===== config.mk =====
export PLATFORM = sky130hd
export DESIGN_NAME = intc_top
export DESIGN_NICKNAME = d
export VERILOG_FILES = /design/src/common/intc_pkg.sv /design/src/hdl/ext_irq_input.sv /design/src/hdl/intc_top.sv
export VERILOG_INCLUDE_DIRS = /design/src /design/src/common
export SDC_FILE = /design/constraint.sdc
export NUM_CORES = 1
export LEC_CHECK = 0
export BUFFER_PORTS_ARGS = -buffer_cell sky130_fd_sc_hd__buf_4
export CAP_MARGIN = 40
export CORE_ASPECT_RATIO = 1.2
export CORE_MARGIN = 4
export CORE_UTILIZATION = 30
export DETAILED_ROUTE_END_ITERATION = 16
export GPL_ROUTABILITY_DRIVEN = 0
export PLACE_DENSITY = 0.52
export SETUP_SLACK_MARGIN = 0.05
export SYNTH_ARGS = -nofsm -noshare
export SYNTH_HDL_FRONTEND = slang
export SYNTH_HIERARCHICAL = 1
export SYNTH_SLANG_ARGS = --single-unit

===== constraint.sdc =====
create_clock -name CLOCK -period 13.3 [get_ports CLOCK]
set_input_delay 3.99 -clock CLOCK [delete_from_list [all_inputs] [get_ports CLOCK]]
set_output_delay 3.99 -clock CLOCK [all_outputs]
set_load 0.02 [all_outputs]

===== src/common/intc_defs.svh =====
// constants for the four-level interrupt controller
// assumes: included by bare name from package and design files
`ifndef INTC_DEFS_SVH
`define INTC_DEFS_SVH

// machine cycle length in cpu clocks, source count and top level
`define MC_CLOCKS 6
`define NUM_SRC 12
`define TOP_LEVEL 2'h3
`define GLOBAL_EN_BIT 7

// arbitration rank of each source, 0 wins ties
`define RANK_EXT0 4'h0
`define RANK_BROWNOUT 4'h1
`define RANK_WATCHDOG 4'h2
`define RANK_TIMER_A 4'h3
`define RANK_TWO_WIRE 4'h4
`define RANK_EXT1 4'h5
`define RANK_KEYPAD 4'h6
`define RANK_COMP_A 4'h7
`define RANK_TIMER_B 4'h8
`define RANK_COMP_B 4'h9
`define RANK_SERIAL 4'hA
`define RANK_INT_TIMER 4'hB

// enable and priority bit position in {reg_b, reg_a}
`define POS_EXT0 4'h0
`define POS_TIMER_A 4'h1
`define POS_EXT1 4'h2
`define POS_TIMER_B 4'h3
`define POS_SERIAL 4'h4
`define POS_BROWNOUT 4'h5
`define POS_WATCHDOG 4'h6
`define POS_TWO_WIRE 4'h8
`define POS_KEYPAD 4'h9
`define POS_COMP_B 4'hA
`define POS_COMP_A 4'hD
`define POS_INT_TIMER 4'hF

// vector addresses
`define VEC_NONE 16'h0000
`define VEC_EXT0 16'h0003
`define VEC_TIMER_A 16'h000B
`define VEC_EXT1 16'h0013
`define VEC_TIMER_B 16'h001B
`define VEC_SERIAL 16'h0023
`define VEC_BROWNOUT 16'h002B
`define VEC_TWO_WIRE 16'h0033
`define VEC_KEYPAD 16'h003B
`define VEC_COMP_B 16'h0043
`define VEC_WATCHDOG 16'h0053
`define VEC_COMP_A 16'h0063
`define VEC_INT_TIMER 16'h0073

// power-down wake capability, indexed by rank
`define WAKE_MASK 12'h2E7

`endif


===== src/common/intc_pkg.sv =====
// types shared by the interrupt controller files
// assumes: intc_defs.svh on the include path
`include "intc_defs.svh"
package intc_pkg;
   typedef logic [1:0] level_t;
   typedef logic [3:0] src_idx_t;
   typedef logic [15:0] vector_t;

   // request offered to the cpu core
   typedef struct packed {
      logic req;
      vector_t vector;
      level_t level;
      src_idx_t source;
   } cpu_req_t;

   // handshake states, gray along idle-offer-settle
   typedef enum logic [1:0] {
      ST_IDLE = 2'h0,
      ST_OFFER = 2'h1,
      ST_SETTLE = 2'h3
   } hs_state_t;
endpackage : intc_pkg


===== src/hdl/ext_irq_input.sv =====
// one external request pin: machine-cycle sampling, level or edge flag
// assumes: pin synchronous to clk, mc_tick one pulse per machine cycle
`timescale 1ns/10ps
`include "intc_defs.svh"
module ext_irq_input
(
   // clock and reset
   input wire logic clk,
   input wire logic rstn,
   // sampling and control
   input wire logic mc_tick,
   input wire logic pin_n,
   input wire logic edge_mode,
   input wire logic clear,
   // result
   output logic flag
);
   logic sample_q;
   logic edge_q;

   always_ff @(posedge clk or negedge rstn)
   begin
      if (!rstn)
         sample_q <= 1'b1;
      else if (mc_tick)
         sample_q <= pin_n;
   end

   // high sample then low sample sets flag
   // cleared when vectored; a new edge in that cycle wins
   always_ff @(posedge clk or negedge rstn)
   begin
      if (!rstn)
         edge_q <= 1'b0;
      else if (mc_tick && sample_q && !pin_n)
         edge_q <= 1'b1;
      else if (clear)
         edge_q <= 1'b0;
   end

   // trigger type picks level or edge
   // level flag simply tracks the sampled pin
   assign flag = edge_mode ? edge_q : ~sample_q;
endmodule : ext_irq_input


===== src/hdl/intc_top.sv =====
// four-level interrupt controller with vectoring and wake logic
// assumes: cpu pulses CPU_ACK while a request is offered and CPU_RETI
// on return; all inputs synchronous to CLOCK
`timescale 1ns/10ps
`include "intc_defs.svh"

module intc_top
   import intc_pkg::*;
#(
   parameter int MC_CLOCKS = `MC_CLOCKS
)
(
   // clock and reset
   input wire logic CLOCK,
   input wire logic RSTN,
   // enable and priority registers
   input wire logic [7:0] IRQ_ENABLE_REG_A,
   input wire logic [7:0] IRQ_ENABLE_REG_B,
   input wire logic [7:0] PRIO_LOW_REG_A,
   input wire logic [7:0] PRIO_HIGH_REG_A,
   input wire logic [7:0] PRIO_LOW_REG_B,
   input wire logic [7:0] PRIO_HIGH_REG_B,
   // external trigger types, bit 0 for ext 0
   input wire logic [1:0] EXT_TRIGGER_TYPE,
   // external request pins, active low
   input wire logic [1:0] EXT_REQUEST_PIN_N,
   // peripheral flags
   input wire logic TIMER_A_OVERFLOW_FLAG,
   input wire logic TIMER_B_OVERFLOW_FLAG,
   input wire logic SERIAL_TX_DONE_FLAG,
   input wire logic SERIAL_RX_DONE_FLAG,
   input wire logic BROWNOUT_FLAG,
   input wire logic TWO_WIRE_ATTENTION_FLAG,
   input wire logic KEYPAD_FLAG,
   input wire logic COMPARATOR_A_FLAG,
   input wire logic COMPARATOR_B_FLAG,
   input wire logic WATCHDOG_OVERFLOW_FLAG,
   input wire logic INT_TIMER_REQ,
   // power modes
   input wire logic IDLE_MODE,
   input wire logic POWER_DOWN_MODE,
   // cpu core
   input wire logic CPU_ACK,
   input wire logic CPU_RETI,
   output cpu_req_t CPU_REQ,
   output logic [3:0] ACTIVE_LEVELS,
   output logic [1:0] EXT_REQUEST_FLAG,
   output logic WAKE
);
   localparam int MCW = (MC_CLOCKS > 1) ? $clog2(MC_CLOCKS) : 1;
   localparam logic [MCW-1:0] MC_LAST = MCW'(MC_CLOCKS - 1);

   logic [MCW-1:0] mc_cnt_q;
   logic mc_tick;
   logic [15:0] enable_bits;
   logic [15:0] prio_hi_bits;
   logic [15:0] prio_lo_bits;
   logic global_irq_enable;
   logic [1:0] ext_request_flag;
   logic [1:0] ext_clear;
   logic [`NUM_SRC-1:0] src_flag;
   logic [`NUM_SRC-1:0] pending;
   logic best_valid;
   src_idx_t best_idx;
   level_t best_lvl;
   logic any_active;
   level_t cur_lvl;
   logic can_take;
   logic taken;
   hs_state_t state_q;
   hs_state_t state_d;
   cpu_req_t req_q;
   cpu_req_t req_d;
   logic [3:0] active_q;
   logic wake_q;

   // bit position of a source in the enable and priority words
   function automatic logic [3:0] src_pos(input src_idx_t idx);
      logic [3:0] p;
      p = `POS_EXT0;
      case (idx)
         `RANK_EXT0: p = `POS_EXT0;
         `RANK_BROWNOUT: p = `POS_BROWNOUT;
         `RANK_WATCHDOG: p = `POS_WATCHDOG;
         `RANK_TIMER_A: p = `POS_TIMER_A;
         `RANK_TWO_WIRE: p = `POS_TWO_WIRE;
         `RANK_EXT1: p = `POS_EXT1;
         `RANK_KEYPAD: p = `POS_KEYPAD;
         `RANK_COMP_A: p = `POS_COMP_A;
         `RANK_TIMER_B: p = `POS_TIMER_B;
         `RANK_COMP_B: p = `POS_COMP_B;
         `RANK_SERIAL: p = `POS_SERIAL;
         `RANK_INT_TIMER: p = `POS_INT_TIMER;
         default: p = `POS_EXT0;
      endcase
      return p;
   endfunction : src_pos

   function automatic vector_t src_vector(input src_idx_t idx);
      vector_t v;
      v = `VEC_NONE;
      case (idx)
         `RANK_EXT0: v = `VEC_EXT0;
         `RANK_BROWNOUT: v = `VEC_BROWNOUT;
         `RANK_WATCHDOG: v = `VEC_WATCHDOG;
         `RANK_TIMER_A: v = `VEC_TIMER_A;
         `RANK_TWO_WIRE: v = `VEC_TWO_WIRE;
         `RANK_EXT1: v = `VEC_EXT1;
         `RANK_KEYPAD: v = `VEC_KEYPAD;
         `RANK_COMP_A: v = `VEC_COMP_A;
         `RANK_TIMER_B: v = `VEC_TIMER_B;
         `RANK_COMP_B: v = `VEC_COMP_B;
         `RANK_SERIAL: v = `VEC_SERIAL;
         `RANK_INT_TIMER: v = `VEC_INT_TIMER;
         default: v = `VEC_NONE;
      endcase
      return v;
   endfunction : src_vector

   // level from the two priority bits at one position
   function automatic level_t src_level(input src_idx_t idx, input logic [15:0] hi,
                                        input logic [15:0] lo);
      logic [3:0] p;
      p = src_pos(idx);
      return {hi[p], lo[p]};
   endfunction : src_level

   assign enable_bits = {IRQ_ENABLE_REG_B, IRQ_ENABLE_REG_A};
   assign prio_hi_bits = {PRIO_HIGH_REG_B, PRIO_HIGH_REG_A};
   assign prio_lo_bits = {PRIO_LOW_REG_B, PRIO_LOW_REG_A};
   assign global_irq_enable = IRQ_ENABLE_REG_A[`GLOBAL_EN_BIT];

   // machine cycle strobe for pin sampling
   always_ff @(posedge CLOCK or negedge RSTN)
   begin
      if (!RSTN)
         mc_cnt_q <= '0;
      else if (mc_cnt_q == MC_LAST)
         mc_cnt_q <= '0;
      else
         mc_cnt_q <= mc_cnt_q + MCW'(1);
   end
   // one sample per machine cycle relies on six-clock levels
   assign mc_tick = (mc_cnt_q == MC_LAST);

   // clear edge flag when its own vector is taken
   assign ext_clear[0] = taken && (req_q.source == `RANK_EXT0);
   assign ext_clear[1] = taken && (req_q.source == `RANK_EXT1);

   genvar g;
   generate
      for (g = 0; g < 2; g++)
      begin : g_ext
         // edge needs a high then a low machine-cycle sample
         ext_irq_input u_ext
         (
            .clk(CLOCK),
            .rstn(RSTN),
            .mc_tick(mc_tick),
            .pin_n(EXT_REQUEST_PIN_N[g]),
            .edge_mode(EXT_TRIGGER_TYPE[g]),
            .clear(ext_clear[g]),
            .flag(ext_request_flag[g])
         );
      end
   endgenerate

   // twelve request sources in rank order
   // serial request from either done flag
   always_comb
   begin
      src_flag = '0;
      src_flag[`RANK_EXT0] = ext_request_flag[0];
      src_flag[`RANK_BROWNOUT] = BROWNOUT_FLAG;
      src_flag[`RANK_WATCHDOG] = WATCHDOG_OVERFLOW_FLAG;
      src_flag[`RANK_TIMER_A] = TIMER_A_OVERFLOW_FLAG;
      src_flag[`RANK_TWO_WIRE] = TWO_WIRE_ATTENTION_FLAG;
      src_flag[`RANK_EXT1] = ext_request_flag[1];
      src_flag[`RANK_KEYPAD] = KEYPAD_FLAG;
      src_flag[`RANK_COMP_A] = COMPARATOR_A_FLAG;
      src_flag[`RANK_TIMER_B] = TIMER_B_OVERFLOW_FLAG;
      src_flag[`RANK_COMP_B] = COMPARATOR_B_FLAG;
      src_flag[`RANK_SERIAL] = SERIAL_TX_DONE_FLAG | SERIAL_RX_DONE_FLAG;
      src_flag[`RANK_INT_TIMER] = INT_TIMER_REQ;
   end

   // individual enable and global enable gate each source
   always_comb
   begin
      pending = '0;
      for (int i = 0; i < `NUM_SRC; i++)
         pending[i] = src_flag[i] & enable_bits[src_pos(4'(i))] & global_irq_enable;
   end

   // strict compare keeps the lower rank on a tie
   always_comb
   begin
      best_valid = 1'b0;
      best_idx = '0;
      best_lvl = '0;
      for (int i = 0; i < `NUM_SRC; i++)
      begin
         if (pending[i] &&
             (!best_valid || src_level(4'(i), prio_hi_bits, prio_lo_bits) > best_lvl))
         begin
            best_valid = 1'b1;
            best_idx = 4'(i);
            best_lvl = src_level(4'(i), prio_hi_bits, prio_lo_bits);
         end
      end
   end

   // highest level currently in service
   always_comb
   begin
      any_active = |active_q;
      cur_lvl = '0;
      for (int l = 0; l < 4; l++)
      begin
         if (active_q[l])
            cur_lvl = 2'(l);
      end
   end

   // strictly higher level needed to preempt
   // nothing exceeds the top level, so it is never preempted
   assign can_take = best_valid && (!any_active || (best_lvl > cur_lvl));
   assign taken = (state_q == ST_OFFER) && CPU_ACK;

   // offer handshake; settle lets flags and levels update before re-arbitrating
   always_comb
   begin
      state_d = state_q;
      req_d = req_q;
      case (state_q)
         ST_IDLE:
         begin
            if (can_take && !CPU_RETI)
            begin
               state_d = ST_OFFER;
               req_d = '{req: 1'b1, vector: src_vector(best_idx), level: best_lvl,
                         source: best_idx};
            end
         end
         ST_OFFER:
         begin
            if (CPU_ACK || CPU_RETI)
            begin
               state_d = ST_SETTLE;
               req_d.req = 1'b0;
            end
            else if (!can_take)
            begin
               state_d = ST_IDLE;
               req_d.req = 1'b0;
            end
            else
               req_d = '{req: 1'b1, vector: src_vector(best_idx), level: best_lvl,
                         source: best_idx};
         end
         ST_SETTLE:
            state_d = ST_IDLE;
         default:
         begin
            state_d = ST_IDLE;
            req_d.req = 1'b0;
         end
      endcase
   end

   always_ff @(posedge CLOCK or negedge RSTN)
   begin
      if (!RSTN)
         state_q <= ST_IDLE;
      else
         state_q <= state_d;
   end

   always_ff @(posedge CLOCK or negedge RSTN)
   begin
      if (!RSTN)
         req_q <= '{req: 1'b0, vector: `VEC_NONE, level: 2'h0, source: 4'h0};
      else
         req_q <= req_d;
   end

   // mark level on vectoring, release highest on return
   // a still-low level pin is offered again once released
   always_ff @(posedge CLOCK or negedge RSTN)
   begin
      if (!RSTN)
         active_q <= 4'h0;
      else if (taken)
         active_q[req_q.level] <= 1'b1;
      else if (CPU_RETI && any_active)
         active_q[cur_lvl] <= 1'b0;
   end

   // power down wakes only on capable sources
   // idle wakes on any enabled pending request
   always_ff @(posedge CLOCK or negedge RSTN)
   begin
      if (!RSTN)
         wake_q <= 1'b0;
      else
         wake_q <= (POWER_DOWN_MODE && |(pending & `WAKE_MASK)) ||
                   (IDLE_MODE && |pending);
   end

   assign CPU_REQ = req_q;
   assign ACTIVE_LEVELS = active_q;
   assign EXT_REQUEST_FLAG = ext_request_flag;
   assign WAKE = wake_q;
endmodule : intc_top


==> impl_metrics.prom, run 1 <==
# TYPE chip_impl_metric gauge
chip_impl_info{name="run_status",value="finished with violations"} 1
chip_impl_info{name="failed_checks",value="negative setup slack"} 1
chip_impl_metric{name="gate_count_after_technology_mapping",unit=""} 359
chip_impl_info{name="cts_root_buffer",value="clkbuf_8"} 1
chip_impl_metric{name="comb_power_share",unit="%"} 70.4
chip_impl_metric{name="p_switching",unit="W"} 0.000248
chip_impl_metric{name="core_area",unit="µm²"} 9080
chip_impl_metric{name="ys_ff_latch",unit=""} 26
chip_impl_metric{name="critical_path_rt",unit="ns"} 13.48
chip_impl_metric{name="number_of_distinct_library_cell_variants_in_the_gate_level_netlist_after_synthesis",unit=""} 64
chip_impl_metric{name="setup_viol",unit=""} 13
chip_impl_metric{name="power.density_cell_area",unit="nW/µm²"} 118
chip_impl_metric{name="dpl_cell_area",unit="µm²"} 4380
chip_impl_metric{name="drt_wl_total",unit="µm"} 9400
chip_impl_metric{name="internal_power",unit="W"} 0.000354
chip_impl_info{name="synthFlopType",value="dfrtp_1"} 1
chip_impl_metric{name="final_hold_viol_count",unit=""} 0
chip_impl_metric{name="detail-route-antenna-nets",unit=""} 0
chip_impl_metric{name="clock_insertion_delay_worst_skew",unit="ns"} 0.28
chip_impl_metric{name="slew_viol_final",unit=""} 0
chip_impl_metric{name="maxClockFrequency",unit="MHz"} 58.3
chip_impl_metric{name="area.growth.synth_to_final",unit="%"} 81.3
chip_impl_metric{name="post-route-min-period",unit="ns"} 17.16
chip_impl_metric{name="port_buf_inserts",unit=""} 77
chip_impl_metric{name="clkSinkCount",unit=""} 26
chip_impl_metric{name="globalRoute.totalOverflow",unit=""} 0
chip_impl_metric{name="grt_antenna_before_repair",unit=""} 0
chip_impl_metric{name="starting_utilization_of_the_core_area",unit="%"} 31.0
chip_impl_info{name="synth_top_area_cell",value="dfrtp_1"} 1
chip_impl_metric{name="cts_max_level",unit=""} 1
chip_impl_info{name="rsz0062_at_grt",value="yes"} 1
chip_impl_info{name="crit_path_top_delay_cell",value="or3_4"} 1
chip_impl_metric{name="die_outline_height",unit="µm"} 114
chip_impl_metric{name="relSlewSlack",unit="%"} 63.6
chip_impl_metric{name="fin_area",unit="µm²"} 5100
chip_impl_metric{name="synth-async-reset-ratio",unit="%"} 100
chip_impl_metric{name="drt_pre_antenna_iters",unit=""} 4
chip_impl_metric{name="drc",unit=""} 0
chip_impl_metric{name="wl_per_cell",unit="µm"} 13.7
chip_impl_metric{name="synth_seq_area_share",unit="%"} 23.2
chip_impl_info{name="critical_path.startpoint_type",value="primary input"} 1
chip_impl_metric{name="grt_first_pass_wirelength",unit="µm"} 15200
chip_impl_metric{name="peak_ir_drop_on_the_vdd_network",unit="µV"} 59.1
chip_impl_metric{name="post_drt_via_cell_ratio",unit=""} 4.88
chip_impl_metric{name="synthesis.yosys.warnings",unit=""} 6
chip_impl_metric{name="antennaDiodeCount",unit=""} 0
chip_impl_metric{name="critical_path_arrival",unit="ns"} 17.34
chip_impl_metric{name="ff2ff_setup_slack",unit="ns"} -0.50
chip_impl_metric{name="post-route-util",unit="%"} 56.1
chip_impl_metric{name="min_period_over_period",unit="%"} 129
chip_impl_metric{name="pin_count_of_the_biggest_net_entering_global_routing",unit=""} 27
chip_impl_metric{name="fin_worst_skew",unit="ns"} 0.00651
chip_impl_metric{name="setup_ws",unit="ns"} -3.86
chip_impl_metric{name="netlist_area",unit="µm²"} 2810
chip_impl_metric{name="clk_transition_reported_paths",unit="ns"} 0.09
chip_impl_info{name="cts_tree",value="built"} 1
chip_impl_metric{name="dieArea",unit="µm²"} 11000
chip_impl_metric{name="routed-via-count",unit=""} 3345
chip_impl_info{name="synth.area.top_cells",value="dfrtp_1 21%, ha_1 11%, nand2_1 6.0%"} 1
chip_impl_metric{name="average_size_of_a_mapped_cell",unit="µm²"} 7.83
chip_impl_metric{name="post_placement_cell_count",unit=""} 637
chip_impl_metric{name="global_route.usage.total",unit="%"} 17.1
chip_impl_metric{name="cts-buffers-inserted",unit=""} 3
chip_impl_metric{name="detailed_place_hpwl",unit="µm"} 7190
chip_impl_metric{name="nets",unit=""} 659
chip_impl_metric{name="synth_enable_flop_cells",unit=""} 0
chip_impl_metric{name="drt_iter0_markers",unit=""} 67
chip_impl_metric{name="crit_path_max_fanout",unit=""} 6
chip_impl_metric{name="fin_worst_hold_slack",unit="ns"} 0.476
chip_impl_info{name="min_path_type",value="reg -> reg"} 1
chip_impl_metric{name="pwr-share-clk",unit="%"} 7.9
chip_impl_metric{name="placementRows",unit=""} 38
chip_impl_metric{name="cts_hold_buf",unit=""} 0
chip_impl_metric{name="filler_cell_count",unit=""} 868
chip_impl_metric{name="number_of_standard_cells_in_the_final_layout_excluding_fillers",unit=""} 685
chip_impl_info{name="critPathKind",value="in -> reg"} 1
chip_impl_metric{name="die_width",unit="µm"} 96.4
chip_impl_metric{name="sequentialPowerShare",unit="%"} 21.7
chip_impl_metric{name="io_pins",unit=""} 99
chip_impl_metric{name="synth_largest_type_area_fraction",unit="%"} 21.4
chip_impl_metric{name="p_leak",unit="nW"} 2.49
chip_impl_metric{name="timing_worst_slew_pin_value",unit="ns"} 0.540
chip_impl_metric{name="cpPeakStageDelay",unit="ns"} 0.39
chip_impl_metric{name="dpl_worst_slack",unit="ns"} -4.53
chip_impl_metric{name="drv_cap",unit=""} 0
chip_impl_metric{name="drive_above_1_share",unit="%"} 56.6
chip_impl_info{name="critical_path.endpoint_type",value="flop"} 1
chip_impl_metric{name="sw_frac_of_total",unit="%"} 41.2
chip_impl_metric{name="ctsLongestPathBuffers",unit=""} 2
chip_impl_info{name="crit_path_frequent_cell",value="ha_4"} 1
chip_impl_metric{name="first_global_vias",unit=""} 3367
[area by class of cell]
type	count	area, µm²	area share, %
sequential	26	653	12.8
inverter	28	105	2.06
clock buffer	4	45.0	0.884
tap	120	150	2.95
timing repair buffer	211	1620	31.8
multi-input combinational	296	2520	49.5
[final timing paths]
check | endpoint | startpoint | cells past startpoint
min reg2reg | mc_cnt_q[1] | mc_cnt_q[2] | 1
max in group asynchronous | g_ext[0].u_ext/sample_q | RSTN | 1
min in group asynchronous | CPU_REQ[11] | RSTN | 1
min | mc_cnt_q[1] | mc_cnt_q[2] | 1
max | CPU_REQ[4] | EXT_TRIGGER_TYPE[0] | 85
max reg2reg | CPU_REQ[4] | g_ext[0].u_ext/sample_q | 84
[power by group through the flow]
| stage | sequential (W) | combinational (W) | clock, W |
|---|---|---|---|
| after global placement | 0.000129 | 0.000327 | 0 |
| after detailed placement | 0.000130 | 0.000332 | 0 |
| final | 0.000131 | 0.000424 | 0.0000474 |
| after CTS | 0.000131 | 0.000401 | 0.0000484 |
| after floorplan | 0.000149 | 0.000186 | 0 |
| after global routing | 0.000135 | 0.000464 | 0.0000527 |
[cells in the mapped netlist (all sizes together), types with 2 or more instances]
cell type,instances
nand2,45
nor2,33
inv,28
o21ai,27
dfrtp,24
ha,24
a21oi,20
buf,16
nand3,15
a21o,9
and2,9
o31ai,9
nor2b,8
mux2,7
a211oi,5
nand2b,5
o21a,5
a31o,4
a31oi,4
and3,4
nor3,4
o211ai,4
or2,4
or3,4
a211o,3
a21boi,3
a22oi,3
o211a,3
o22ai,3
a311oi,2
clkbuf,2
dfstp,2
nand4,2
nor4,2
o311ai,2
[placed cells by master (no fill, tap or decap), types with 8 or more instances in the layout]
cell type / instances
ha_1: 13
ha_4: 10
o21ai_0: 11
nand3_1: 13
buf_6: 8
a21oi_1: 9
conb_1: 10
dfrtp_1: 24
nor2_1: 22
buf_4: 202
a21o_1: 8
nand2_1: 38
a21oi_2: 9
inv_1: 25
[routing by layer]
layer  vias to the layer above  track usage [%]  wire [µm]
li1                       1693                -          -
met1                      1579             20.8       3980
met2                        61             31.5       4940
met3                        12             1.39        336
met4                         0             4.96        146
met5                         -                0          0
[per-stage QoR]
stage | setup TNS (ns) | power [W]
detailed placement | -57.55 | 0.000463
finish | -49.48 | 0.000602
global route | -58.27 | 0.000652
CTS | -49.63 | 0.000580
global placement | -53.89 | 0.000456
floorplan | -51.69 | 0.000335
[cell families (layout without fill, tap and decap cells)]
logic type                 count (synthesis)  count (layout)  synth area share (%)
AOI/OAI and AO/OA                        117             117                  31.3
and+or+nand+nor                          137             137                  23.0
adders and majority gates                 24              24                  10.7
muxes                                      8               8                  3.56
other                                      1              10                 0.133
DFF                                       26              26                  23.2
buffers and inverters                     46             243                  8.06
[worst max-delay path: cells and delay by family]
family	cells	cell delay, ns
buffers and inverters	3	0.34
adder cells (fa/ha/maj)	12	3.04
AND/OR/NAND/NOR	31	3.51
AO/OA/AOI/OAI	37	5.79
multiplexers	2	0.65
[sequential cells by signal, summed over array words and instances, names as in the netlist]
register	count
state_q	2
ACTIVE_LEVELS	4
CPU_REQ	12
mc_cnt_q	3
g_ext.u_ext/edge_q	2
WAKE	1
g_ext.u_ext/sample_q	2
[timing repair]
action | 4_1_cts | 5_1_grt
pin swaps | 69 | 49
endpoints found under the setup margin | 13 | 13
setup buffers | 42 | 3
gates resized for setup | 44 | 28
cloned | 0 | 0
Power figures use the tool's default switching activity.
==> run 2: changes to the inputs <==
--- a/config.mk
+++ b/config.mk
@@ -6,6 +6,7 @@
 export SDC_FILE = /design/constraint.sdc
 export NUM_CORES = 1
 export LEC_CHECK = 0
+export ABC_AREA = 1
 export BUFFER_PORTS_ARGS = -buffer_cell sky130_fd_sc_hd__buf_4
 export CAP_MARGIN = 40
 export CORE_ASPECT_RATIO = 1.2
==> run 2 against run 1 <==
Area after synthesis down 6.0%. Highest routed layer unchanged. Fmax up 12%. The flow still finishes with violations (negative setup slack). Power down 7.1%. Hold slack worse by 0.0060 ns. Via count down 7.3%. Synthesized cell count up 10%. Critical path depth up 13. Count of clock-buffer cells in the layout unchanged. Flip-flop and latch count unchanged. Clock power down 3%. Core utilization down 1.3 points. Critical endpoint is now CPU_REQ[7]. Clock skew up 0.0010 ns.
==> impl_metrics.prom, run 2 <==
# TYPE chip_impl_metric gauge
chip_impl_metric{name="p_leak",unit="nW"} 2.59
chip_impl_metric{name="setup_ws",unit="ns"} -2.00
chip_impl_metric{name="area.growth.synth_to_final",unit="%"} 77.7
chip_impl_metric{name="area_fraction_in_compound_gates_after_synthesis",unit="%"} 12.7
chip_impl_metric{name="port_buf_inserts",unit=""} 77
chip_impl_metric{name="drt_iter0_markers",unit=""} 52
chip_impl_info{name="critPathKind",value="in -> reg"} 1
chip_impl_metric{name="ctsLongestPathBuffers",unit=""} 2
chip_impl_metric{name="min_period_over_period",unit="%"} 115
chip_impl_info{name="timing.rr.end",value="CPU_REQ[7]"} 1
chip_impl_info{name="synthMostInstantiatedCell",value="nand2_1"} 1
chip_impl_metric{name="peak_ir_drop_on_the_vdd_network",unit="µV"} 90.0
chip_impl_info{name="failed_checks",value="negative setup slack"} 1
chip_impl_metric{name="post_synth_xor_area_fraction",unit="%"} 0
chip_impl_metric{name="cts_hold_buf",unit=""} 0
chip_impl_info{name="critical_path.endpoint_type",value="flop"} 1
chip_impl_metric{name="netlist_area",unit="µm²"} 2640
chip_impl_metric{name="io_pins",unit=""} 99
chip_impl_metric{name="detail-route-antenna-nets",unit=""} 0
chip_impl_info{name="run_status",value="finished with violations"} 1
chip_impl_metric{name="gate_count_after_technology_mapping",unit=""} 395
chip_impl_metric{name="post-route-min-period",unit="ns"} 15.30
chip_impl_info{name="crit_path_top_delay_cell",value="ha_1"} 1
chip_impl_metric{name="synth-async-reset-ratio",unit="%"} 100
chip_impl_metric{name="die_width",unit="µm"} 93.7
chip_impl_metric{name="wl_per_cell",unit="µm"} 11.8
chip_impl_metric{name="detailed_place_hpwl",unit="µm"} 5860
chip_impl_metric{name="clock_insertion_delay_worst_skew",unit="ns"} 0.27
chip_impl_metric{name="dieArea",unit="µm²"} 10400
chip_impl_info{name="layout.cells.most_common",value="buf_4"} 1
chip_impl_metric{name="post_placement_cell_count",unit=""} 639
chip_impl_metric{name="power.density_cell_area",unit="nW/µm²"} 119
chip_impl_info{name="synthFlopType",value="dfrtp_1"} 1
chip_impl_info{name="commonest_cells_in_the_netlist",value="88 x nand2_1, 72 x inv_1, 30 x o21ai_0, 29 x nand3_1, 29 x nor2_1"} 1
chip_impl_metric{name="grt_antenna_before_repair",unit=""} 0
chip_impl_info{name="crit_path_frequent_cell",value="nand2_2"} 1
chip_impl_metric{name="globalRoute.totalOverflow",unit=""} 0
chip_impl_metric{name="grt_first_pass_wirelength",unit="µm"} 12600
chip_impl_info{name="synth.area.top_cells",value="dfrtp_1 23%, nand2_1 12%, ha_1 11%"} 1
chip_impl_metric{name="synth_adder_area_share",unit="%"} 11.4
chip_impl_metric{name="drv_cap",unit=""} 0
chip_impl_metric{name="synthSimpleGateAreaFrac",unit="%"} 36.8
chip_impl_metric{name="die_outline_height",unit="µm"} 111
chip_impl_metric{name="setup_viol",unit=""} 13
chip_impl_metric{name="synth.mux.area_fraction",unit="%"} 0
chip_impl_info{name="min_delay_worst_endpoint",value="mc_cnt_q[0]"} 1
chip_impl_info{name="critical_path.startpoint_type",value="primary input"} 1
chip_impl_metric{name="placementRows",unit=""} 37
chip_impl_metric{name="ff2ff_path_depth",unit=""} 96
chip_impl_metric{name="first_global_vias",unit=""} 3023
chip_impl_metric{name="largest_reg_flops",unit=""} 12
chip_impl_metric{name="cts_max_level",unit=""} 1
chip_impl_metric{name="drt_pre_antenna_iters",unit=""} 5
chip_impl_metric{name="global_route.usage.total",unit="%"} 14.4
chip_impl_info{name="cts_root_buffer",value="clkbuf_8"} 1
chip_impl_metric{name="drive_above_1_share",unit="%"} 52.5
chip_impl_metric{name="synth_enable_flop_cells",unit=""} 0
chip_impl_metric{name="clk_transition_reported_paths",unit="ns"} 0.08
chip_impl_metric{name="pin_count_of_the_biggest_net_entering_global_routing",unit=""} 27
chip_impl_metric{name="ff2ff_setup_slack",unit="ns"} 1.36
chip_impl_metric{name="drc",unit=""} 0
chip_impl_metric{name="antennaDiodeCount",unit=""} 0
chip_impl_metric{name="critical_path_rt",unit="ns"} 13.46
chip_impl_info{name="min_from",value="mc_cnt_q[0]"} 1
chip_impl_metric{name="synth_seq_area_share",unit="%"} 24.7
chip_impl_metric{name="final_hold_viol_count",unit=""} 0
chip_impl_info{name="cts_tree",value="built"} 1
chip_impl_metric{name="core_area",unit="µm²"} 8560
chip_impl_metric{name="starting_utilization_of_the_core_area",unit="%"} 30.9
chip_impl_metric{name="drt_wl_total",unit="µm"} 8310
chip_impl_metric{name="dpl_cell_area",unit="µm²"} 3770
chip_impl_metric{name="synthesis.yosys.warnings",unit=""} 6
chip_impl_metric{name="slew_viol_final",unit=""} 0
chip_impl_metric{name="post-layout-total-power",unit="W"} 0.000559
chip_impl_metric{name="cpPeakStageDelay",unit="ns"} 0.31
chip_impl_metric{name="post_drt_via_cell_ratio",unit=""} 4.40
chip_impl_metric{name="ys_ff_latch",unit=""} 26
chip_impl_metric{name="average_size_of_a_mapped_cell",unit="µm²"} 6.69
chip_impl_metric{name="fin_area",unit="µm²"} 4700
chip_impl_metric{name="fin_worst_skew",unit="ns"} 0.00754
chip_impl_metric{name="number_of_standard_cells_in_the_final_layout_excluding_fillers",unit=""} 704
chip_impl_metric{name="routed-via-count",unit=""} 3101
chip_impl_info{name="setup.worst_path.start",value="EXT_TRIGGER_TYPE[0]"} 1
chip_impl_metric{name="critical_path_arrival",unit="ns"} 15.46
chip_impl_info{name="min_path_type",value="reg -> reg"} 1
chip_impl_metric{name="crit_path_max_fanout",unit=""} 5
chip_impl_info{name="rsz0062_at_grt",value="yes"} 1
chip_impl_metric{name="maxClockFrequency",unit="MHz"} 65.4
chip_impl_metric{name="cts-buffers-inserted",unit=""} 3
chip_impl_metric{name="whs_path_depth",unit=""} 1
chip_impl_info{name="synth_top_area_cell",value="dfrtp_1"} 1
chip_impl_metric{name="synth_largest_type_area_fraction",unit="%"} 22.7
chip_impl_info{name="layout_common_cells",value="184 x buf_4, 65 x inv_1, 64 x nand2_1, 30 x nand2_2"} 1
chip_impl_metric{name="clkSinkCount",unit=""} 26
chip_impl_metric{name="nets",unit=""} 681
chip_impl_metric{name="number_of_distinct_library_cell_variants_in_the_gate_level_netlist_after_synthesis",unit=""} 37
chip_impl_info{name="critical_path.reg2reg.startpoint",value="g_ext[0].u_ext/sample_q"} 1
chip_impl_info{name="main_combinational_cell_family_by_area_after_synthesis",value="simple AND/OR/NAND/NOR gates"} 1
run 2: cell types whose count changed in the layout (fill, tap and decap cells not counted), moves of 12 or more:
cell,change
inv_1,+40
nand2_4,+15
nand2_1,+26
nand2_2,+24
nand3_1,+12
buf_4,-18
run 2: layout make-up:
class	count	area, µm²
well taps	117	146
flip-flops and latches	26	653
clock buffers	4	45.0
multi-input cells	291	2080
fillers	808	3870
repair buffers	192	1480
inverters	74	285
run 2: metrics by stage:
stage	setup TNS (ns)	utilization (%)	worst slack [ns]	hold WS, ns
after floorplan	-22.15	-	-1.77	0.432
after global placement	-27.10	44.0	-2.15	0.447
after detailed placement	-29.03	44.0	-2.30	0.459
after CTS	-23.58	49.5	-1.87	0.473
after global routing	-34.23	54.8	-2.69	0.499
final	-24.92	54.8	-2.00	0.470
run 2: cells by family after synthesis:
logic type	Yosys count
adder cells (fa/ha/maj)	24
other	1
AND/OR/NAND/NOR	198
AO/OA/AOI/OAI	59
flip-flops	26
buffers and inverters	87
run 2: critical path: cells and delay by family:
| family | cells | cell delay (ns) |
|---|---|---|
| adders and majority gates | 12 | 3.18 |
| buffers and inverters | 16 | 1.27 |
| and+or+nand+nor | 50 | 4.58 |
| AOI/OAI and AO/OA | 20 | 2.42 |
run 2: per-layer routing:
metal | global-route usage [%] | part of all wire, % | wire, µm
met3 | 1.63 | 4.1 | 337
met5 | 0 | 0 | 0
met4 | 3.28 | 1.2 | 96
met2 | 27.2 | 54 | 4470
met1 | 17.1 | 41 | 3410
run 2: worst max-delay path by stage:
stage / to / slack (ns)
global placement: CPU_REQ[3] / -2.15
global route: CPU_REQ[11] / -2.69
detailed placement: CPU_REQ[3] / -2.30
floorplan: CPU_REQ[1] / -1.77
finish: CPU_REQ[7] / -2.00
CTS: CPU_REQ[11] / -1.87
run 2: what timing repair did:
action	4_1_cts	5_1_grt
pin swaps	21	58
buffers inserted	41	20
endpoints found under the hold margin	0	0
cloned	1	0
resized for setup	28	61
setup endpoints to repair	13	13
run 2: where the power goes:
| part | internal (W) | switching (W) | total (W) |
|---|---|---|---|
| registers | 0.000105 | 0.0000214 | 0.000126 |
| logic | 0.000193 | 0.000194 | 0.000387 |
| clock network | 0.0000215 | 0.0000244 | 0.0000459 |
